## src/logic/status_summary_defines.vh

```
// Register offsets, bit positions, reset values and timing counts of the status summary block
`ifndef STATUS_SUMMARY_DEFINES_VH
`define STATUS_SUMMARY_DEFINES_VH

// Register word addresses (consecutive, one per register)
`define SSB_ADDR_SUMMARY     4'h0
`define SSB_ADDR_EVENT_A     4'h1
`define SSB_ADDR_EVENT_B     4'h2
`define SSB_ADDR_CONTROL     4'h3
`define SSB_ADDR_IRQ_STATUS  4'h4
`define SSB_ADDR_IRQ_MASK    4'h5
`define SSB_ADDR_EVENT_EN_A  4'h6
`define SSB_ADDR_EVENT_EN_B  4'h7

// Summary byte bit positions
`define SSB_BIT_EVENT_B      2
`define SSB_BIT_ERROR        3
`define SSB_BIT_OUT_READY    4
`define SSB_BIT_EVENT_A      5
`define SSB_BIT_SRQ          6
`define SSB_BIT_SEQUENCE     7

// Control register fields
`define SSB_CTRL_SEQ_BIT     0
`define SSB_CTRL_REMOTE_BIT  1

// Interrupt status bit positions
`define SSB_IRQ_ERROR        0
`define SSB_IRQ_EVENT_A      1
`define SSB_IRQ_EVENT_B      2
`define SSB_IRQ_SRQ          3

// Reset values
`define SSB_RESET_BYTE       8'h00
`define SSB_RESET_EN         8'hFF
`define SSB_RESET_IRQ        4'h0

// Bus answer latency in cycles after a request is seen
`define SSB_BUS_WAIT_CYCLES  1

`endif

```

## src/logic/status_summary.v

```verilog
// Status summary byte of an instrument status reporting system with Avalon-MM slave
`include "status_summary_defines.vh"

////////////////////////////////////////////////////////////////////////////////
module status_summary
#(
   parameter EVENT_WIDTH = 8
)
(
   // Clock and reset
   input  wire                   sys_clk,
   input  wire                   rst,
   // Avalon-MM slave
   input  wire [3:0]             avs_address,
   input  wire                   avs_read,
   input  wire                   avs_write,
   input  wire [31:0]            avs_writedata,
   output reg  [31:0]            avs_readdata,
   output reg                    avs_waitrequest,
   // Instrument conditions
   input  wire                   error_queue_not_empty,
   input  wire [EVENT_WIDTH-1:0] event_a_cond,
   input  wire [EVENT_WIDTH-1:0] event_b_cond,
   input  wire                   sequence_running,
   input  wire                   operator_seq_set,
   input  wire                   output_data_ready,
   // Instrument bus side
   input  wire                   serial_poll,
   input  wire                   status_byte_query_command,
   input  wire                   clear_status_command,
   input  wire                   bus_addressed_cmd,
   output reg  [7:0]             poll_byte,
   output reg                    poll_valid,
   output reg                    srq_out,
   output reg                    remote_mode,
   // Interrupt
   output reg                    irq
);

   ////////////////////////////////////////////////////////////////////////////
   // Registers
   // Summary byte as last rebuilt from its sources
   reg [7:0]             summary_reg;
   // Event status latches and their condition history
   reg [EVENT_WIDTH-1:0] event_a_reg;
   reg [EVENT_WIDTH-1:0] event_b_reg;
   reg [EVENT_WIDTH-1:0] event_a_prev_reg;
   reg [EVENT_WIDTH-1:0] event_b_prev_reg;
   reg [EVENT_WIDTH-1:0] event_en_a_reg;
   reg [EVENT_WIDTH-1:0] event_en_b_reg;
   // Operator flag and interrupt bookkeeping
   reg                   seq_bit_reg;
   reg [3:0]             irq_status_reg;
   reg [3:0]             irq_mask_reg;
   reg                   error_prev_reg;
   reg                   srq_prev_reg;
   // Bus handshake state
   reg                   ans_pending_reg;

   reg [7:0]             summary_next;
   reg [3:0]             irq_set;
   reg [31:0]            read_mux;
   wire                  bus_req;
   wire                  bus_take;
   wire                  rd_event_a;
   wire                  rd_event_b;
   wire                  srq_level;
   // Rising-edge strobes of the event conditions
   wire [EVENT_WIDTH-1:0] onset_a;
   wire [EVENT_WIDTH-1:0] onset_b;
   // Decoded write strobes, one per writable register
   wire                  wr_control;
   wire                  wr_irq_status;
   wire                  wr_irq_mask;
   wire                  wr_en_a;
   wire                  wr_en_b;
   genvar                gi;

   // Zero-extend a narrow field into a bus word
   function [31:0] widen;
      input [7:0] val;
      begin
         widen = {24'h000000, val};
      end
   endfunction

   // Write strobe decode, shared by every writable register; one rule for all
   // strobes means no register can be written on a request still waiting
   function wr_hit;
      input       take;
      input       wr;
      input [3:0] addr;
      input [3:0] sel;
      begin
         wr_hit = take & wr & (addr == sel);
      end
   endfunction

   ////////////////////////////////////////////////////////////////////////////
   // Bus request handling: one wait cycle, answer on the following edge
   assign bus_req  = avs_read | avs_write;
   assign bus_take = bus_req & ans_pending_reg;
   assign rd_event_a = bus_take & avs_read & (avs_address == `SSB_ADDR_EVENT_A);
   assign rd_event_b = bus_take & avs_read & (avs_address == `SSB_ADDR_EVENT_B);

   // Writes land only on the answer edge, the same edge the master samples it
   assign wr_control    = wr_hit(bus_take, avs_write, avs_address, `SSB_ADDR_CONTROL);
   assign wr_irq_status = wr_hit(bus_take, avs_write, avs_address, `SSB_ADDR_IRQ_STATUS);
   assign wr_irq_mask   = wr_hit(bus_take, avs_write, avs_address, `SSB_ADDR_IRQ_MASK);
   assign wr_en_a       = wr_hit(bus_take, avs_write, avs_address, `SSB_ADDR_EVENT_EN_A);
   assign wr_en_b       = wr_hit(bus_take, avs_write, avs_address, `SSB_ADDR_EVENT_EN_B);

   // Per-bit onset detectors; comparing against last cycle's level means a
   // condition held high across a clear does not latch a second time
   generate
      for (gi = 0; gi < EVENT_WIDTH; gi = gi + 1)
      begin : g_onset
         assign onset_a[gi] = event_a_cond[gi] & ~event_a_prev_reg[gi];
         assign onset_b[gi] = event_b_cond[gi] & ~event_b_prev_reg[gi];
      end
   endgenerate

   // srq_out is registered, so the summary's service request bit trails
   // the sources by two cycles
   // Service request raised while any enabled event bit or error is pending
   assign srq_level = (|(event_a_reg & event_en_a_reg)) |
                      (|(event_b_reg & event_en_b_reg)) | error_queue_not_empty;

   ////////////////////////////////////////////////////////////////////////////
   // Summary byte composition, rebuilt from sources each cycle
   // Bits 0 and 1 are unused and read zero
   always @*
   begin
      summary_next = 8'h00;
      summary_next[`SSB_BIT_ERROR]     = error_queue_not_empty;
      summary_next[`SSB_BIT_EVENT_A]   = |(event_a_reg & event_en_a_reg);
      summary_next[`SSB_BIT_EVENT_B]   = |(event_b_reg & event_en_b_reg);
      summary_next[`SSB_BIT_SRQ]       = srq_out;
      summary_next[`SSB_BIT_OUT_READY] = output_data_ready;
      summary_next[`SSB_BIT_SEQUENCE]  = seq_bit_reg;
   end

   // Summary register: only event register reads feed back into it, through the clear-on-read of the event bits
   // Polls and summary reads only observe summary_reg, so they cannot disturb it
   always @(posedge sys_clk)
   begin
      if (rst)
         summary_reg <= `SSB_RESET_BYTE;
      else
         summary_reg <= summary_next;
   end

   ////////////////////////////////////////////////////////////////////////////
   // Event status registers: latch on rising condition, clear on read or clear-status
   always @(posedge sys_clk)
   begin
      if (rst)
      begin
         event_a_reg      <= {EVENT_WIDTH{1'b0}};
         event_b_reg      <= {EVENT_WIDTH{1'b0}};
         event_a_prev_reg <= {EVENT_WIDTH{1'b0}};
         event_b_prev_reg <= {EVENT_WIDTH{1'b0}};
      end
      else
      begin
         event_a_prev_reg <= event_a_cond;
         event_b_prev_reg <= event_b_cond;
         // New onsets win over a clear in the same cycle
         // Clear-on-read uses the answer edge, where the read data is taken
         if (rd_event_a | clear_status_command)
            event_a_reg <= onset_a;
         else
            event_a_reg <= event_a_reg | onset_a;
         if (rd_event_b | clear_status_command)
            event_b_reg <= onset_b;
         else
            event_b_reg <= event_b_reg | onset_b;
      end
   end

   ////////////////////////////////////////////////////////////////////////////
   // Sequencing bit: operator may only set it while a sequence executes
   // Operator set wins over a control write in the same cycle, so software
   // racing the front panel cannot drop the flag of a running sequence
   always @(posedge sys_clk)
   begin
      if (rst)
         seq_bit_reg <= 1'b0;
      else if (sequence_running & operator_seq_set)
         seq_bit_reg <= 1'b1;
      else if (wr_control)
         seq_bit_reg <= avs_writedata[`SSB_CTRL_SEQ_BIT];
      else if (clear_status_command)
         seq_bit_reg <= 1'b0;
   end

   ////////////////////////////////////////////////////////////////////////////
   // Instrument bus answers and remote state
   // Limitation: remote is left only by a control write; there is no lockout,
   // the front panel stays live in either state
   always @(posedge sys_clk)
   begin
      if (rst)
      begin
         poll_byte   <= `SSB_RESET_BYTE;
         poll_valid  <= 1'b0;
         srq_out     <= 1'b0;
         remote_mode <= 1'b0;
      end
      else
      begin
         srq_out    <= srq_level;
         poll_valid <= serial_poll | status_byte_query_command;
         if (serial_poll | status_byte_query_command)
            poll_byte <= summary_reg;
         // Serial poll leaves the local/remote state alone
         if (status_byte_query_command | bus_addressed_cmd)
            remote_mode <= 1'b1;
         else if (wr_control &
                  ~avs_writedata[`SSB_CTRL_REMOTE_BIT])
            remote_mode <= 1'b0;
      end
   end

   ////////////////////////////////////////////////////////////////////////////
   // Interrupt events: rising edges of error pending, service request, event bits
   // A condition already high at reset release counts as an onset once
   always @*
   begin
      irq_set = 4'h0;
      irq_set[`SSB_IRQ_ERROR]   = error_queue_not_empty & ~error_prev_reg;
      irq_set[`SSB_IRQ_EVENT_A] = |onset_a;
      irq_set[`SSB_IRQ_EVENT_B] = |onset_b;
      irq_set[`SSB_IRQ_SRQ]     = srq_level & ~srq_prev_reg;
   end

   // Sticky status, write-one-to-clear; a set in the clear cycle survives
   // irq is registered from the sticky bits, so it trails a set or a clear by
   // one cycle; mask reset to zero keeps irq low until software opts in
   always @(posedge sys_clk)
   begin
      if (rst)
      begin
         irq_status_reg <= `SSB_RESET_IRQ;
         irq_mask_reg   <= `SSB_RESET_IRQ;
         error_prev_reg <= 1'b0;
         srq_prev_reg   <= 1'b0;
         irq            <= 1'b0;
      end
      else
      begin
         error_prev_reg <= error_queue_not_empty;
         srq_prev_reg   <= srq_level;
         if (wr_irq_status)
            irq_status_reg <= (irq_status_reg & ~avs_writedata[3:0]) | irq_set;
         else
            irq_status_reg <= irq_status_reg | irq_set;
         if (wr_irq_mask)
            irq_mask_reg <= avs_writedata[3:0];
         irq <= |(irq_status_reg & irq_mask_reg);
      end
   end

   ////////////////////////////////////////////////////////////////////////////
   // Event enable registers
   // Enables reset to all ones so every event reaches the summary by default
   always @(posedge sys_clk)
   begin
      if (rst)
      begin
         event_en_a_reg <= `SSB_RESET_EN;
         event_en_b_reg <= `SSB_RESET_EN;
      end
      else
      begin
         if (wr_en_a)
            event_en_a_reg <= avs_writedata[EVENT_WIDTH-1:0];
         if (wr_en_b)
            event_en_b_reg <= avs_writedata[EVENT_WIDTH-1:0];
      end
   end

   ////////////////////////////////////////////////////////////////////////////
   // Read data multiplexer; unmapped addresses read zero
   // The mux has no side effect: event clears are decoded from the answer edge
   always @*
   begin
      case (avs_address)
         `SSB_ADDR_SUMMARY:    read_mux = widen(summary_reg);
         `SSB_ADDR_EVENT_A:    read_mux = widen(event_a_reg);
         `SSB_ADDR_EVENT_B:    read_mux = widen(event_b_reg);
         `SSB_ADDR_CONTROL:    read_mux = widen({6'h00, remote_mode, seq_bit_reg});
         `SSB_ADDR_IRQ_STATUS: read_mux = widen({4'h0, irq_status_reg});
         `SSB_ADDR_IRQ_MASK:   read_mux = widen({4'h0, irq_mask_reg});
         `SSB_ADDR_EVENT_EN_A: read_mux = widen(event_en_a_reg);
         `SSB_ADDR_EVENT_EN_B: read_mux = widen(event_en_b_reg);
         default:              read_mux = 32'h00000000;
      endcase
   end

   // Waitrequest stays high by default; drops for one cycle to answer
   // A fixed wait cycle keeps the read mux off the answer path at the cost of
   // two cycles per access; ans_pending_reg stops a held request being taken twice
   always @(posedge sys_clk)
   begin
      if (rst)
      begin
         ans_pending_reg <= 1'b0;
         avs_waitrequest <= 1'b1;
         avs_readdata    <= 32'h00000000;
      end
      else
      begin
         if (bus_req & ~ans_pending_reg)
         begin
            ans_pending_reg <= 1'b1;
            avs_waitrequest <= 1'b0;
            avs_readdata    <= read_mux;
         end
         else
         begin
            ans_pending_reg <= 1'b0;
            avs_waitrequest <= 1'b1;
         end
      end
   end

endmodule // status_summary

```

## config.mk

```make
export PLATFORM = sky130hd
export DESIGN_NAME = status_summary
export DESIGN_NICKNAME = d
export VERILOG_FILES = /design/src/logic/status_summary.v
export VERILOG_INCLUDE_DIRS = /design/src /design/src/logic
export SDC_FILE = /design/constraint.sdc
export NUM_CORES = 1
export LEC_CHECK = 0
export BUFFER_PORTS_ARGS = -buffer_cell sky130_fd_sc_hd__buf_2
export CAP_MARGIN = 10
export CORE_ASPECT_RATIO = 0.9
export CORE_MARGIN = 1
export CORE_UTILIZATION = 55
export DETAILED_ROUTE_END_ITERATION = 10
export MAX_ROUTING_LAYER = met4
export PLACE_DENSITY_LB_ADDON = 0.08
export SETUP_SLACK_MARGIN = 0.4
export SYNTH_ARGS = -nofsm -noshare
export SYNTH_HDL_FRONTEND = slang
export SYNTH_SLANG_ARGS = --single-unit
export TNS_END_PERCENT = 20
```

## constraint.sdc

```tcl
create_clock -name sys_clk -period 3.1 [get_ports sys_clk]
set_input_delay 0.62 -clock sys_clk [delete_from_list [all_inputs] [get_ports sys_clk]]
set_output_delay 0.62 -clock sys_clk [all_outputs]
set_load 0.005 [all_outputs]
```

==> results.ini <==
[setup_path]
endpoint_kind = flip-flop
critPathLaunchType = primary input
cp_slowest_cell = and4b_1
critPathRequiredTime_ns = 3.34
cp.arrival_ns = 2.08
max_stage_delay_ns = 0.52
worstPathCellList = buf_2, and4b_1, and2_1, mux2i_1, nor2_1
critPathLaunch = avs_address[2]
worstPathMaxFanout = 18
r2r_start = ans_pending_reg$_SDFF_PP0_
path_class = in -> reg

[sta]
fmax_mhz = 543
setup_viol = 0
hold-worst-slack_ns = 0.450
fin_setup_tns_ns = 0
worst_pin_slew_ns = 0.633
finalCritPeriodShare_pct = 59.5
slew_viol_final = 0
rsz0062_at_grt = false
hold_violations = 0
clock_skew_ns = 0.00607
slew_headroom_pct = 57.8
layout_min_cycle_time_ns = 1.84

[floorplan]
die_w_um = 87.7
ios = 109
die-area_um2 = 6940
core_um2 = 6250
num_rows = 27
fp.dieH_um = 79.2
start_util_pct = 58.2

[min_path]
hp-start = poll_byte[6]$_SDFFE_PP0P_
hold_class = reg -> reg

[pwr]
combPwrFrac_pct = 10.4
ir_worst_vdd_mv = 0.363
p_seq_share_pct = 55.8
p_clk_share_pct = 33.8
swShare_pct = 27.1
intPower_mw = 1.50
p_sw_mw = 0.559
p_leak_nw = 1.70
cellPowerDensity_nw_per_um2 = 516

[clocking]
cts_resized = 0
cts_tree = built
clock_path_buffers = 2
cts.sinks = 83
hold_buffers = 0
cts-htree-levels = 3
cts_root_buf = clkbuf_8
clk_latency_ns = 0.35
clk_pin_slew_ns = 0.08
cts_made_buffers = 9
postCtsSetupRepairBufs = 0

[placement]
post_dp_cell_area_um2 = 3820
place_hpwl_um = 5990
gp_congestion = 0.908
port_buffers = 58

[global_routing]
grt_pass1_wl_um = 13300
track_usage_pct = 26.2
grt_max_degree = 45
grt_overflow = 0
first_global_vias = 2685
antenna_found_initial = 0

[synthesis]
synthArstFlopShare_pct = 0
ys_seq_area_share_pct = 45.7
synth_edf_count = 0
syn_area_per_cell_um2 = 9.14
synth_cell_type_count = 46
yosysWarnings = 0
syn_area_um2 = 3640
syn_inst = 398
synthFlopType = dfxtp_1
ys_ff_latch = 83

[detailed_routing]
vias = 2909
firstDrtPassIters = 4
drt_wl_total_um = 8170
dr.first_iter.drc_count = 252
ant_nets = 0
wl_per_cell_um = 15.2
avgViaCountPerCell = 5.41
drc = 0

[cells_and_area]
fin_util_pct = 63.9
final_area_um2 = 3990
antennaDiodeCount = 0
drive_gt1_share_pct = 19.1
final_nets = 510
area_delta_synth_final_pct = 9.80

[outcome]
status = finished, final reports clean

[job]
drv_cap = 0

==> placed cells by master, fill, tap and decap left out, types with 3 or more instances in the layout <==
master and instances:
a21oi_1 28, nand2b_1 17, a22oi_1 13, nor2_1 16
nand3_1 7, a211oi_1 3, clkbuf_8 9, dfxtp_1 83
mux2i_1 15, nor2b_1 25, buf_2 58, mux2_2 5
nor3_1 3, conb_1 26, nand3b_1 18, nand2_1 63
nand4_1 10, o2bb2ai_1 3, o21ai_0 11, inv_1 3
==> cell families (layout without fill, tap and decap cells) <==
logic type,after synthesis,count (layout),share of synthesized area [%]
buf+inv,50,78,9.15
mux,22,22,7.02
flops,83,83,45.7
simple gates,169,169,24.8
compound gates,73,73,13.2
other cells,1,26,0.103
==> path summary, 6_finish.rpt <==
path	endpoint	slack (ns)	cells past startpoint
worst max-delay path	irq_mask_reg[1]$_SDFFE_PP0P_	1.26	5
worst min-delay path	poll_byte[6]$_SDFFE_PP0P_	0.45	2
worst max register to register	irq_mask_reg[1]$_SDFFE_PP0P_	1.33	4
worst min register to register	poll_byte[6]$_SDFFE_PP0P_	0.45	2
==> per-stage QoR <==
step / instances / worst slack, ns / power, mW
after floorplan: 423 / 1.41 / 1.33
after global placement: 522 / 0.948 / 1.38
after detailed placement: 522 / 0.919 / 1.39
after CTS: 538 / 1.31 / 2.07
after global routing: 538 / 1.18 / 2.15
final: 538 / 1.26 / 2.06
==> layer usage <==
layer | GRT usage [%] | share of wire (%) | vias to the layer above
li1 | - | - | 1426
met1 | 34.8 | 47 | 1361
met2 | 40.0 | 45 | 111
met3 | 6.96 | 6.8 | 11
met4 | 5.57 | 1.0 | 0
met5 | - | 0 | -
==> final cells by class <==
type	count	area (um2)
Inverter	3	11.3
Clock buffer	9	124
Sequential cell	83	1660
Tap cell	87	109
Fill cell	575	2260
Timing Repair Buffer	59	298
Clock inverter	7	53.8
Multi-Input combinational cell	290	1740
==> synth_stat cells, types with 2 or more instances <==
| library cell | number | area [um2] |
|---|---|---|
| nand2_1 | 63 | 236 |
| nand4_1 | 10 | 62.6 |
| o2bb2ai_1 | 3 | 26.3 |
| dfxtp_1 | 83 | 1660 |
| and2b_1 | 2 | 15.0 |
| nand3_1 | 7 | 35.0 |
| nor2b_1 | 25 | 156 |
| nand2b_1 | 17 | 106 |
| buf_4 | 29 | 218 |
| a21oi_1 | 28 | 140 |
| o21ai_0 | 11 | 55.1 |
| buf_6 | 4 | 45.0 |
| a22oi_1 | 13 | 97.6 |
| o31ai_1 | 2 | 15.0 |
| clkbuf_1 | 6 | 22.5 |
| buf_2 | 4 | 20.0 |
| and2_1 | 2 | 12.5 |
| nand3b_1 | 18 | 135 |
| mux2i_1 | 15 | 150 |
| buf_1 | 3 | 11.3 |
| mux2_2 | 5 | 56.3 |
| a41oi_2 | 2 | 32.5 |
| inv_1 | 3 | 11.3 |
| a32o_1 | 2 | 20.0 |
| a211oi_1 | 3 | 22.5 |
| nor3_1 | 3 | 15.0 |
| nor2_1 | 16 | 60.1 |
==> power by group through the flow <==
stage          Clock (mW)  Combinational [mW]  Sequential [mW]
4_1_cts             0.712               0.214             1.15
5_1_grt             0.752               0.241             1.16
2_1_floorplan           0               0.168             1.16
6_report            0.697               0.214             1.15
3_5_place_dp            0               0.213             1.17
3_3_place_gp            0               0.208             1.17
==> worst max-delay path, delay by kind of cell <==
family,cells,cell delay (ns)
multiplexers,1,0.22
AND/OR/NAND/NOR,3,0.90
buffers and inverters,1,0.33
Note: power is estimated with default switching activity, not from simulation.
